## src/serial_pkg.sv

```systemverilog
// Constants shared by the serial receive device and the sync master.
// Assumes one 50 MHz clock and APB access to the device registers.
// Functional notes
// - One 8-bit baud timer for both modes
// - Baud timer free runs, period from divisor
// - Async: divide by 64 or 16 times n+1
// - Sync: high-rate bit ignored, divide by 4(n+1)
// - Divisor write restarts the baud timer
// - Slave receive never idles between words
// - Single-receive enable ignored in slave mode
// - Reception continues during sleep
// - Enabled receive event wakes from sleep
// - Software selects sync slave mode bits
// - Ninth bit readable before data register
// - Software keeps address detect cleared
// - Word stored in FIFO sets flag; enable gates interrupt
// - Data read returns FIFO low eight bits
// - Overrun held until continuous enable cleared
package serial_pkg;
	// Register byte offsets
	localparam logic [7:0] TX_STATUS_CONTROL_OFS = 8'h00;
	localparam logic [7:0] RX_STATUS_CONTROL_OFS = 8'h04;
	localparam logic [7:0] BAUD_DIVISOR_OFS      = 8'h08;
	localparam logic [7:0] RX_DATA_OFS           = 8'h0C;
	localparam logic [7:0] TX_DATA_OFS           = 8'h10;
	localparam logic [7:0] INT_STATUS_OFS        = 8'h14;
	localparam logic [7:0] INT_MASK_OFS          = 8'h18;
	// tx_status_control fields
	localparam int CLOCK_SOURCE_SELECT_BIT = 7;
	localparam int SYNC_MODE_BIT           = 4;
	localparam int HIGH_RATE_SELECT_BIT    = 2;
	localparam int TX_SHIFT_EMPTY_BIT      = 1;
	localparam logic [7:0] TX_STATUS_CONTROL_RESET = 8'h02;
	localparam logic [7:0] TX_STATUS_CONTROL_WMASK = 8'hF5;
	// rx_status_control fields
	localparam int SERIAL_PORT_ENABLE_BIT    = 7;
	localparam int NINE_BIT_RX_ENABLE_BIT    = 6;
	localparam int SINGLE_RX_ENABLE_BIT      = 5;
	localparam int CONTINUOUS_RX_ENABLE_BIT  = 4;
	localparam int ADDRESS_DETECT_ENABLE_BIT = 3;
	localparam int FRAMING_ERROR_BIT         = 2;
	localparam int OVERRUN_ERROR_BIT         = 1;
	localparam int RX_NINTH_BIT_BIT          = 0;
	localparam logic [7:0] RX_STATUS_CONTROL_RESET = 8'h00;
	localparam logic [7:0] RX_STATUS_CONTROL_WMASK = 8'hF8;
	localparam logic [7:0] BAUD_DIVISOR_RESET      = 8'h00;
	localparam logic [7:0] TX_DATA_RESET           = 8'h00;
	// Interrupt status and mask fields
	localparam int RX_INTERRUPT_FLAG_BIT = 0;
	localparam int OVERRUN_EVENT_BIT     = 1;
	localparam int INT_BITS              = 2;
	// Baud prescale ratios
	localparam logic [6:0] PRESCALE_ASYNC_LOW  = 7'd64;
	localparam logic [6:0] PRESCALE_ASYNC_HIGH = 7'd16;
	localparam logic [6:0] PRESCALE_SYNC       = 7'd4;
	// Link timing of the master end
	localparam int CLK_HZ           = 50_000_000;
	localparam int LINK_BIT_HZ      = 1_000_000;
	localparam int LINK_HALF_CYCLES = CLK_HZ / (2 * LINK_BIT_HZ);
	localparam int RX_FIFO_DEPTH    = 2;
endpackage

```

## src/serial_link_if.sv

```systemverilog
// Link between the external sync master and the receiving device.
// Assumes the master drives both pins; the device only listens.
`timescale 1ns/1ps
`default_nettype none
interface serial_link_if;
	logic bit_clk;
	logic bit_data;
	modport dev (input bit_clk, input bit_data);
	modport host (output bit_clk, output bit_data);
endinterface
`default_nettype wire

```

## src/serial_rx_dev.sv

```systemverilog
// Baud generator and sync slave receive path with APB registers.
// Assumes link pins synchronous to i_clk and an APB master on i_clk.
`timescale 1ns/1ps
`default_nettype none
module serial_rx_dev
	import serial_pkg::*;
#(
	parameter int FIFO_DEPTH = RX_FIFO_DEPTH
) (
	// Clock and reset
	input  wire logic        i_clk,
	input  wire logic        i_rst_n,
	// APB slave
	input  wire logic        i_psel,
	input  wire logic        i_penable,
	input  wire logic        i_pwrite,
	input  wire logic [7:0]  i_paddr,
	input  wire logic [31:0] i_pwdata,
	output logic             o_pready,
	output logic             o_pslverr,
	output logic [31:0]      o_prdata,
	// System
	input  wire logic        i_sleep,
	output logic             o_irq,
	output logic             o_wake,
	output logic             o_baud_tick,
	// Link
	serial_link_if.dev       link
);
	// Elaboration check on the depth the pointers serve
	if (FIFO_DEPTH < 1 || FIFO_DEPTH > 16) begin : g_depth_check
		$error("FIFO_DEPTH out of range");
	end

	localparam int PW = (FIFO_DEPTH > 1) ? $clog2(FIFO_DEPTH) : 1;

	logic [7:0]            tx_status_control_reg;
	logic [7:0]            rx_status_control_reg;
	logic [7:0]            baud_divisor_reg;
	logic [7:0]            tx_data_reg;
	logic [INT_BITS-1:0]   int_status_reg;
	logic [INT_BITS-1:0]   int_mask_reg;
	logic [31:0]           prdata_reg;
	logic                  overrun_error_reg;
	logic [5:0]            prescale_reg;
	logic [7:0]            baud_timer_reg;
	logic                  baud_tick_reg;
	logic                  clk_prev_reg;
	logic [8:0]            shift_reg;
	logic [3:0]            bit_cnt_reg;
	logic [8:0]            fifo_mem [FIFO_DEPTH];
	logic [PW-1:0]         rd_ptr_reg;
	logic [PW-1:0]         wr_ptr_reg;
	logic [PW:0]           count_reg;

	logic        setup;
	logic        access;
	logic        wr_en;
	logic        mapped;
	logic        divisor_write;
	logic        data_read;
	logic        sync_mode;
	logic        slave_mode;
	logic        rx_active;
	logic        fall_edge;
	logic        word_done;
	logic        fifo_full;
	logic        fifo_empty;
	logic        push;
	logic        pop;
	logic        pre_wrap;
	logic [6:0]  pre_limit;
	logic [3:0]  word_bits;
	logic [8:0]  word_in;
	logic [8:0]  fifo_head;

	////////////////////////////////////////////////////////////////////
	// APB decode
	assign setup  = i_psel & ~i_penable;
	assign access = i_psel & i_penable;
	assign wr_en  = access & i_pwrite;
	always_comb begin
		case (i_paddr)
			TX_STATUS_CONTROL_OFS, RX_STATUS_CONTROL_OFS,
			BAUD_DIVISOR_OFS, RX_DATA_OFS, TX_DATA_OFS,
			INT_STATUS_OFS, INT_MASK_OFS: mapped = 1'b1;
			default:                      mapped = 1'b0;
		endcase
	end
	assign o_pready      = 1'b1;
	assign o_pslverr     = access & ~mapped;
	assign o_prdata      = prdata_reg;
	assign divisor_write = wr_en & (i_paddr == BAUD_DIVISOR_OFS);
	assign data_read     = access & ~i_pwrite & (i_paddr == RX_DATA_OFS);

	// Empty FIFO reads as zero, never a stale or unwritten word
	assign fifo_head = fifo_empty ? 9'h000 : fifo_mem[rd_ptr_reg];

	// Read data captured in the setup cycle
	always_ff @(posedge i_clk or negedge i_rst_n) begin
		if (!i_rst_n) begin
			prdata_reg <= 32'h0000_0000;
		end else if (setup && !i_pwrite) begin
			case (i_paddr)
				TX_STATUS_CONTROL_OFS: prdata_reg <= {24'h0,
					tx_status_control_reg | TX_STATUS_CONTROL_RESET};
				RX_STATUS_CONTROL_OFS: prdata_reg <= {24'h0,
					rx_status_control_reg[7:3], 1'b0, overrun_error_reg,
					fifo_head[8]};
				BAUD_DIVISOR_OFS: prdata_reg <= {24'h0, baud_divisor_reg};
				RX_DATA_OFS:      prdata_reg <= {24'h0, fifo_head[7:0]};
				INT_STATUS_OFS:   prdata_reg <= {30'h0, int_status_reg};
				INT_MASK_OFS:     prdata_reg <= {30'h0, int_mask_reg};
				default:          prdata_reg <= 32'h0000_0000;
			endcase
		end
	end

	////////////////////////////////////////////////////////////////////
	// Control registers
	always_ff @(posedge i_clk or negedge i_rst_n) begin
		if (!i_rst_n) begin
			tx_status_control_reg <= TX_STATUS_CONTROL_RESET;
			rx_status_control_reg <= RX_STATUS_CONTROL_RESET;
			baud_divisor_reg      <= BAUD_DIVISOR_RESET;
			tx_data_reg           <= TX_DATA_RESET;
			int_mask_reg          <= '0;
		end else if (wr_en) begin
			case (i_paddr)
				TX_STATUS_CONTROL_OFS: tx_status_control_reg <=
					i_pwdata[7:0] & TX_STATUS_CONTROL_WMASK;
				RX_STATUS_CONTROL_OFS: rx_status_control_reg <=
					i_pwdata[7:0] & RX_STATUS_CONTROL_WMASK;
				BAUD_DIVISOR_OFS: baud_divisor_reg <= i_pwdata[7:0];
				TX_DATA_OFS:      tx_data_reg      <= i_pwdata[7:0];
				INT_MASK_OFS:     int_mask_reg     <= i_pwdata[INT_BITS-1:0];
				default: ;
			endcase
		end
	end

	////////////////////////////////////////////////////////////////////
	// Baud rate generator
	assign sync_mode = tx_status_control_reg[SYNC_MODE_BIT];
	always_comb begin
		if (sync_mode)
			pre_limit = PRESCALE_SYNC;
		else if (tx_status_control_reg[HIGH_RATE_SELECT_BIT])
			pre_limit = PRESCALE_ASYNC_HIGH;
		else
			pre_limit = PRESCALE_ASYNC_LOW;
	end
	assign pre_wrap = ({1'b0, prescale_reg} >= (pre_limit - 7'd1));

	always_ff @(posedge i_clk or negedge i_rst_n) begin
		if (!i_rst_n) begin
			prescale_reg   <= 6'h00;
			baud_timer_reg <= BAUD_DIVISOR_RESET;
			baud_tick_reg  <= 1'b0;
		end else if (divisor_write) begin
			prescale_reg   <= 6'h00;
			baud_timer_reg <= i_pwdata[7:0];
			baud_tick_reg  <= 1'b0;
		end else begin
			baud_tick_reg <= 1'b0;
			if (pre_wrap) begin
				prescale_reg <= 6'h00;
				if (baud_timer_reg == 8'h00) begin
					baud_timer_reg <= baud_divisor_reg;
					baud_tick_reg  <= 1'b1;
				end else begin
					baud_timer_reg <= baud_timer_reg - 8'h01;
				end
			end else begin
				prescale_reg <= prescale_reg + 6'h01;
			end
		end
	end
	assign o_baud_tick = baud_tick_reg;

	////////////////////////////////////////////////////////////////////
	// Sync slave receive shift path
	assign slave_mode = sync_mode
		& rx_status_control_reg[SERIAL_PORT_ENABLE_BIT]
		& ~tx_status_control_reg[CLOCK_SOURCE_SELECT_BIT];
	// Single-receive enable plays no part; i_sleep not gating
	assign rx_active = slave_mode
		& rx_status_control_reg[CONTINUOUS_RX_ENABLE_BIT]
		& ~overrun_error_reg;
	assign word_bits = rx_status_control_reg[NINE_BIT_RX_ENABLE_BIT]
		? 4'd9 : 4'd8;
	assign fall_edge = clk_prev_reg & ~link.bit_clk;
	assign word_done = rx_active & fall_edge & (bit_cnt_reg == word_bits - 4'd1);
	assign word_in   = rx_status_control_reg[NINE_BIT_RX_ENABLE_BIT]
		? {link.bit_data, shift_reg[8:1]}
		: {1'b0, link.bit_data, shift_reg[8:2]};

	always_ff @(posedge i_clk or negedge i_rst_n) begin
		if (!i_rst_n) begin
			clk_prev_reg <= 1'b0;
			shift_reg    <= 9'h000;
			bit_cnt_reg  <= 4'h0;
		end else begin
			clk_prev_reg <= link.bit_clk;
			if (!rx_active) begin
				bit_cnt_reg <= 4'h0;
			end else if (fall_edge) begin
				shift_reg <= {link.bit_data, shift_reg[8:1]};
				// Straight on to the next word, no idle state
				bit_cnt_reg <= word_done ? 4'h0 : bit_cnt_reg + 4'h1;
			end
		end
	end

	////////////////////////////////////////////////////////////////////
	// Receive FIFO
	assign fifo_full  = (count_reg == (PW+1)'(FIFO_DEPTH));
	assign fifo_empty = (count_reg == '0);
	assign push = word_done & ~fifo_full;
	assign pop  = data_read & ~fifo_empty;

	always_ff @(posedge i_clk) begin
		if (push)
			fifo_mem[wr_ptr_reg] <= word_in;
	end

	always_ff @(posedge i_clk or negedge i_rst_n) begin
		if (!i_rst_n) begin
			rd_ptr_reg <= '0;
			wr_ptr_reg <= '0;
			count_reg  <= '0;
		end else begin
			if (push)
				wr_ptr_reg <= (wr_ptr_reg == PW'(FIFO_DEPTH - 1))
					? '0 : wr_ptr_reg + PW'(1);
			if (pop)
				rd_ptr_reg <= (rd_ptr_reg == PW'(FIFO_DEPTH - 1))
					? '0 : rd_ptr_reg + PW'(1);
			count_reg <= count_reg + (PW+1)'(push) - (PW+1)'(pop);
		end
	end

	////////////////////////////////////////////////////////////////////
	// Overrun and interrupts
	always_ff @(posedge i_clk or negedge i_rst_n) begin
		if (!i_rst_n)
			overrun_error_reg <= 1'b0;
		else if (word_done && fifo_full)
			overrun_error_reg <= 1'b1;
		else if (!rx_status_control_reg[CONTINUOUS_RX_ENABLE_BIT])
			overrun_error_reg <= 1'b0;
	end

	always_ff @(posedge i_clk or negedge i_rst_n) begin
		if (!i_rst_n) begin
			int_status_reg <= '0;
		end else begin
			// Set beats a same-cycle write-one clear
			int_status_reg[RX_INTERRUPT_FLAG_BIT] <= push
				| (int_status_reg[RX_INTERRUPT_FLAG_BIT]
				& ~(wr_en && i_paddr == INT_STATUS_OFS
				&& i_pwdata[RX_INTERRUPT_FLAG_BIT]));
			int_status_reg[OVERRUN_EVENT_BIT] <= (word_done & fifo_full)
				| (int_status_reg[OVERRUN_EVENT_BIT]
				& ~(wr_en && i_paddr == INT_STATUS_OFS
				&& i_pwdata[OVERRUN_EVENT_BIT]));
		end
	end
	assign o_irq  = |(int_status_reg & int_mask_reg);
	assign o_wake = i_sleep & o_irq;
endmodule
`default_nettype wire

```

## src/flat_wrapper.sv

```systemverilog
// flat-port wrapper written by rule: the top's interface ports become plain ports
module serial_rx_dev_flat import serial_pkg::*;
#(
	parameter int FIFO_DEPTH = RX_FIFO_DEPTH
)
  (i_clk, i_rst_n, i_psel, i_penable, i_pwrite, i_paddr, i_pwdata, o_pready, o_pslverr, o_prdata, i_sleep, o_irq, o_wake, o_baud_tick, link_bit_clk, link_bit_data);
  serial_link_if link_i ();
  input  wire logic i_clk;
  input  wire logic i_rst_n;
  input  wire logic i_psel;
  input  wire logic i_penable;
  input  wire logic i_pwrite;
  input  wire logic [7:0] i_paddr;
  input  wire logic [31:0] i_pwdata;
  output logic o_pready;
  output logic o_pslverr;
  output logic [31:0] o_prdata;
  input  wire logic i_sleep;
  output logic o_irq;
  output logic o_wake;
  output logic o_baud_tick;
  input wire logic [$bits(link_i.bit_clk)-1:0] link_bit_clk;
  input wire logic [$bits(link_i.bit_data)-1:0] link_bit_data;
  assign link_i.bit_clk = link_bit_clk;
  assign link_i.bit_data = link_bit_data;
  serial_rx_dev #(.FIFO_DEPTH(FIFO_DEPTH)) u_core (.i_clk(i_clk), .i_rst_n(i_rst_n), .i_psel(i_psel), .i_penable(i_penable), .i_pwrite(i_pwrite), .i_paddr(i_paddr), .i_pwdata(i_pwdata), .o_pready(o_pready), .o_pslverr(o_pslverr), .o_prdata(o_prdata), .i_sleep(i_sleep), .o_irq(o_irq), .o_wake(o_wake), .o_baud_tick(o_baud_tick), .link(link_i));
endmodule
```

## config.mk

```make
export PLATFORM = sky130hd
export DESIGN_NAME = serial_rx_dev_flat
export DESIGN_NICKNAME = d
export VERILOG_FILES = /design/src/serial_pkg.sv /design/src/serial_link_if.sv /design/src/serial_rx_dev.sv /design/src/flat_wrapper.sv
export SDC_FILE = /design/constraint.sdc
export NUM_CORES = 1
export LEC_CHECK = 0
export BUFFER_PORTS_ARGS = -buffer_cell sky130_fd_sc_hd__buf_2
export CORE_MARGIN = 5
export CORE_UTILIZATION = 59
export DETAILED_ROUTE_END_ITERATION = 6
export GPL_TIMING_DRIVEN = 0
export PLACE_DENSITY = 0.85
export SKIP_LAST_GASP = 1
export SLEW_MARGIN = 40
export SYNTH_ARGS = -nofsm -noshare
export SYNTH_HDL_FRONTEND = slang
export SYNTH_SLANG_ARGS = --single-unit
```

## constraint.sdc

```tcl
create_clock -name i_clk -period 6.5 [get_ports i_clk]
set_input_delay 0.325 -clock i_clk [delete_from_list [all_inputs] [get_ports i_clk]]
set_output_delay 0.325 -clock i_clk [all_outputs]
set_load 0.01 [all_outputs]
```

# Yosys cells after proc, flatten, opt, wreduce, memory -nomap -nowiden
# Memories as Yosys holds them, arrays and structs flattened.
# Index checks and enable logic that the tools add are counted.
# word_totals
ff_bits,90
ramBits,18
in_bits,48
n_memories,1
# memory_table
name,depth,width,read_ports,rd_clocked_by_memory_dff,wr,line,rtl
u_core.fifo_mem,2,9,1,0,1,serial_rx_dev.sv:51,logic [8:0] fifo_mem [FIFO_DEPTH];
# classes
add_sub_neg,9
n_lt_le_gt_ge,1
eq_ne,10
mux,24
bitwise,33
n_reduce_logical,17
# op_table
op,n
8-bit one-hot mux with 6 select lines,1
8-bit by 5-bit == test with 1-bit output (second input constant),3
8-bit 2-to-1 mux,3
1-bit bitwise AND,20
9-bit 2-to-1 mux,2
8-bit by 4-bit == test with 1-bit output (second input constant),2
8-bit zero test,2
7-bit 2-to-1 mux,2
4-bit 2-to-1 mux,3
6-bit 2-to-1 mux,2
1-bit 2-to-1 mux,11
1-bit NOT,10
2-bit AND reduction,5
8-bit by 3-bit == test with 1-bit output (second input constant),1
8-bit by 1-bit subtractor with 8-bit output (second input constant),1
6-bit by 7-bit >= comparator with 1-bit output,1
7-bit OR reduction,1
7-bit by 1-bit subtractor with 7-bit output (second input constant),1
6-bit by 1-bit adder with 6-bit output (second input constant),1
1-bit logical AND,5
4-bit by 1-bit adder with 4-bit output (second input constant),1
4-bit == test,1
2-bit inequality test (second input constant),2
4-bit by 1-bit subtractor with 4-bit output (second input constant),1
other kinds (10),12

# Longest topological paths before layout
# depth
depth_word,9
ltp_mapped,9

# Worst setup path before layout
# Ideal clock, no wire load.
# synth_timing
kind,input -> register
start,input i_paddr[5]
end,register u_core.count_reg[1]
setup_ns,0.080
t_arrival_ns,2.324
required_ns,6.420
path_slack_ns,4.096
stages,8
n_path_buf,0
cell_sequence,or4_1 -> or3_1 -> nor4_2 -> ha_1 -> inv_1 -> ha_1 -> xnor2_1 -> xnor2_1
# synth_between
elab_chain_len,4
# synth_lines
element,line,rtl
start: declaration,flat_wrapper.sv:13,input wire logic [7:0] i_paddr;
8-bit by 4-bit == test with 1-bit output,serial_rx_dev.sv:94,assign data_read = access & ~i_pwrite & (i_paddr == RX_DATA_OFS);
1-bit bitwise AND,serial_rx_dev.sv:94,
1-bit bitwise AND,serial_rx_dev.sv:220,assign pop = data_read & ~fifo_empty;
named net u_core.pop,serial_rx_dev.sv:70,logic pop;
2-bit by 1-bit subtractor with 2-bit output,serial_rx_dev.sv:239,count_reg <= count_reg + (PW+1)'(push) - (PW+1)'(pop);
end signal: assignment,serial_rx_dev.sv:239,
end: declaration,serial_rx_dev.sv:54,logic [PW:0] count_reg;
# The timed path passes the listed nets, and every way through them passes these cells.
# A chain may end at the register's enable or synchronous reset.

# Worst setup path in the final report
# layout_timing
start,register u_core.tx_status_control_reg[4]
end,register u_core.prescale_reg[4]
# layout_between
elab_chain_len,5
# layout_lines
element,line,rtl
start: declaration,serial_rx_dev.sv:37,logic [7:0] tx_status_control_reg;
start signal: assignment,serial_rx_dev.sv:130,TX_STATUS_CONTROL_OFS: tx_status_control_reg <=
7-bit 2-to-1 mux,serial_rx_dev.sv:146,if (sync_mode)
7-bit by 1-bit subtractor with 7-bit output,serial_rx_dev.sv:153,"assign pre_wrap = ({1'b0, prescale_reg} >= (pre_limit - 7'd1));"
6-bit by 7-bit >= comparator with 1-bit output,serial_rx_dev.sv:153,
6-bit 2-to-1 mux,serial_rx_dev.sv:166,if (pre_wrap) begin
6-bit 2-to-1 mux,serial_rx_dev.sv:160,end else if (divisor_write) begin
end signal: assignment,serial_rx_dev.sv:175,prescale_reg <= prescale_reg + 6'h01;
end: declaration,serial_rx_dev.sv:45,logic [5:0] prescale_reg;
# No other way between the ends.

==> flow_summary_export.csv <==
group,metric,value,unit
worst_setup_path,critPathKind,"reg -> reg",
global_route,gr-total-overflow,0,
logic_synthesis,mappedNetlistArea,4220,sq um
power,max-vdd-ir-drop,160,uV
worst_setup_path,worstReg2RegStart,"u_core.tx_status_control_reg[4]",
detailed_routing,ant_nets,0,
floorplanning,dieArea,8950,sq um
placement,place.port_buffers,35,
logic_synthesis,synth_compound_area_frac,0.104,
worst_setup_path,data_arrival_time_at_the_worst_slack_endpoint,2.91,ns
logic_synthesis,yosys_register_bits,82,
logic_synthesis,synth_flop_cell,"dfrtp_1",
timing,slew-limit-headroom,0.508,
global_route,global_route.usage.total,0.208,
final_layout,final_nets,515,
final_layout,diodes,0,
final_layout,area_growth_syn_to_layout,15.1,%
worst_setup_path,worst_setup_path_start_kind,"flop",
final_layout,filler_cell_count,487,
detailed_routing,wl_per_cell,15.8,microns
hold_path,min_path_type,"in -> reg",
timing,timing.final.setup_violations,0,
hold_path,hold_end,"u_core.clk_prev_reg",
detailed_routing,maxUsedRoutingLayer,"met4",
timing,timing.setup.tns,0,ns
floorplanning,fp-row-count,30,
logic_synthesis,synthDistinctLibCells,52,
final_layout,final_cell_area,4860,sq um
final_layout,layout.cells.non_filler,558,
logic_synthesis,synth_largest_type_area_fraction,0.379,
floorplanning,core_area,6870,sq um
detailed_routing,route.met3.wl,637,microns
detailed_routing,route.detailed.vias_per_inst,5.55,
flow_run,max_cap_violations,0,
global_route,grt_first_pass_wirelength,14.5,mm
detailed_routing,number_of_drc_markers_after_the_initial_detailed_route_iteration,276,
placement,area_after_detailed_placement,4610,sq um
detailed_routing,vias,3098,
final_layout,layout-drive-gt1-share,0.262,
timing,timing.fmax,0.380,GHz
clocking,clk_pin_slew,0.08,ns
status,outcome,"complete, no violations",
detailed_routing,wirelength_met1,3.88,mm
logic_synthesis,yosys-top-cells-area,"dfrtp_1, edfxtp_1, mux2_2",
logic_synthesis,post_synth_fa_ha_maj_area_fraction,0.0296,
floorplanning,chip_height,94.6,microns
logic_synthesis,synth_top_area_cell,"dfrtp_1",
power,power.static_leakage,2.32,nW
timing,hold_violation_count_in_the_final_report,0,
power,power-per-cell-area,256,nW/um^2
logic_synthesis,postSynth.asyncResetShare,0.780,
placement,numPlacedInstances,541,
clocking,cts_setup_buffers,0,
floorplanning,start_util,0.615,
worst_setup_path,worst_r2r_path_depth,7,
logic_synthesis,post_synth_mux_area_share,0.116,
logic_synthesis,synth_sequential_area_ratio,0.507,
worst_setup_path,cp.required,6.78,ns
global_route,grt_pass1_vias,2944,
detailed_routing,number_of_iterations_in_the_first_detailed_routing_pass,5,
logic_synthesis,netlist_instances,387,
clocking,clock_insertion_delay_worst_skew,0.35,ns
floorplanning,io_pins,85,
clocking,ctsResizeCount,0,
timing,worst_clock_skew,0.0127,ns
timing,period_minus_slack,2.63,ns
detailed_routing,dr_wl_met2,4.16,mm
logic_synthesis,synth-warning-count,0,
global_route,grt_start_max_net_pins,65,
clocking,cts_tree,"built",
timing,tightest_slew,0.735,ns
clocking,cts_htree_levels,3,
final_layout,largest_register,"u_core.fifo_mem",
clocking,cts_num_sinks,82,
worst_setup_path,crit-reg2reg-capture,"u_core.prescale_reg[4]",
timing,slew_viol_final,0,
logic_synthesis,synth_top_family_by_area,"simple AND/OR/NAND/NOR gates",
final_layout,largest_register_ffs,18,
detailed_routing,drt-total-wl,8.83,mm
worst_setup_path,worst_setup_slack_for_register_to_register_paths,3.87,ns
logic_synthesis,synth_simple_gate_area_share,0.145,
hold_path,hold-path-cell-count,1,
worst_setup_path,critical_path.endpoint_type,"flop",
logic_synthesis,synth_xor_area_frac,0.0249,
clocking,postCtsHoldBufs,0,
clocking,cts_buffer_depth,2,
clocking,cts-buffers-inserted,9,
worst_setup_path,critical_path.max_fanout,10,
placement,post-dp-hpwl,6.37,mm
placement,gp_routability_congestion,0.889,
floorplanning,fp.dieW,94.6,microns
timing,timing.final.crit_share,0.405,
global_route,antenna_found_initial,0,
logic_synthesis,synthesis.area_per_instance,10.9,sq um
timing,grt_setup_unrepaired,"no",
clocking,root_buffer,"clkbuf_8",
logic_synthesis,count_of_flip_flops_with_a_built_in_enable_after_synthesis,18,
hold_path,hold_path_startpoint,"link_bit_clk",
detailed_routing,drc_errors,0,
[logic make-up after synthesis]
| logic type | Yosys count |
|---|---|
| simple gates | 120 |
| flops | 82 |
| compound gates | 67 |
| buf+inv | 50 |
| mux | 44 |
| xor+xnor | 12 |
| fa+ha+maj | 10 |
| other cells | 2 |
[layout by cell type, fill, tap and decap left out, drive strengths merged, types with 7 or more instances in the layout]
cell and count:
a21oi 18, buf 68, clkbuf 16, conb 25
dfrtp 64, edfxtp 18, ha 10, inv 10
mux2 29, mux2i 14, nand2 41, nor2 18
nor2b 7, nor3 10, o21ai 17, o22ai 7
or2 7, xnor2 8
[routing by layer]
metal / GRT usage / vias to the layer above
li1: - / 1468
met1: 0.272 / 1483
met2: 0.345 / 130
met3: 0.0390 / 17
met4: 0.0793 / 0
met5: 0 / -
[power by group]
| part | switching (mW) | internal (mW) | leakage (nW) | total, mW |
|---|---|---|---|---|
| Clock | 0.186 | 0.255 | 0.123 | 0.441 |
| Combinational | 0.110 | 0.0962 | 1.19 | 0.207 |
| Sequential | 0.0395 | 0.559 | 1.00 | 0.598 |
| Total | 0.336 | 0.910 | 2.32 | 1.25 |
[critical path, cell delays in order (launching register included)]
cell	delay, ns
dfrtp_1	0.45
or2_2	0.32
ha_1	0.32
a21o_1	0.21
a221oi_4	0.44
clkbuf_1	0.44
nand2_1	0.23
nor2_1	0.15
[through the flow]
stage,util,hold slack (ns),power (mW),setup WS [ns]
after floorplan,-,0.0294,0.753,4.10
after global placement,0.670,0.452,0.798,3.83
after detailed placement,0.671,0.454,0.810,3.80
after CTS,0.706,0.0761,1.25,3.87
after global routing,0.708,0.0832,1.30,3.64
final,0.708,0.0919,1.25,3.87
[worst max path at each step]
stage,startpoint,end,slack [ns],cells past startpoint
floorplan,i_paddr[5],u_core.count_reg[1],4.10,8
global route,u_core.tx_status_control_reg[4],u_core.baud_timer_reg[7],3.64,7
global placement,i_paddr[5],u_core.count_reg[1],3.83,9
detailed placement,i_paddr[5],u_core.count_reg[1],3.80,9
finish,u_core.tx_status_control_reg[4],u_core.prescale_reg[4],3.87,7
CTS,u_core.tx_status_control_reg[4],u_core.prescale_reg[5],3.87,7
[Yosys cell counts, drive strengths merged (3+ instances only)]
| cell type | n |
|---|---|
| nor4 | 3 |
| o31ai | 5 |
| nand2 | 41 |
| a211o | 3 |
| ha | 10 |
| edfxtp | 18 |
| nor3b | 3 |
| mux2 | 29 |
| inv | 10 |
| nand2b | 4 |
| nor2 | 18 |
| o21ai | 17 |
| a221oi | 3 |
| nor2b | 7 |
| nor4b | 3 |
| dfrtp | 64 |
| clkbuf | 7 |
| o22ai | 7 |
| or2 | 7 |
| xnor2 | 8 |
| a21oi | 18 |
| and3 | 5 |
| and2 | 5 |
| xor2 | 4 |
| nand3 | 6 |
| mux2i | 14 |
| nor3 | 10 |
| a22o | 3 |
| buf | 33 |
[area by class of cell]
cell class              instances  area [sq um]  area share
multi-input cells             278          1870       0.384
inverters                      10          37.5     0.00772
well taps                      96           120      0.0247
clock inverters                 7           118      0.0242
repair buffers                 36           191      0.0394
flip-flops and latches         82          2140       0.440
clock buffers                   9           124      0.0255
plain buffers                  40           264      0.0543
(Power assumes the default switching activity.)
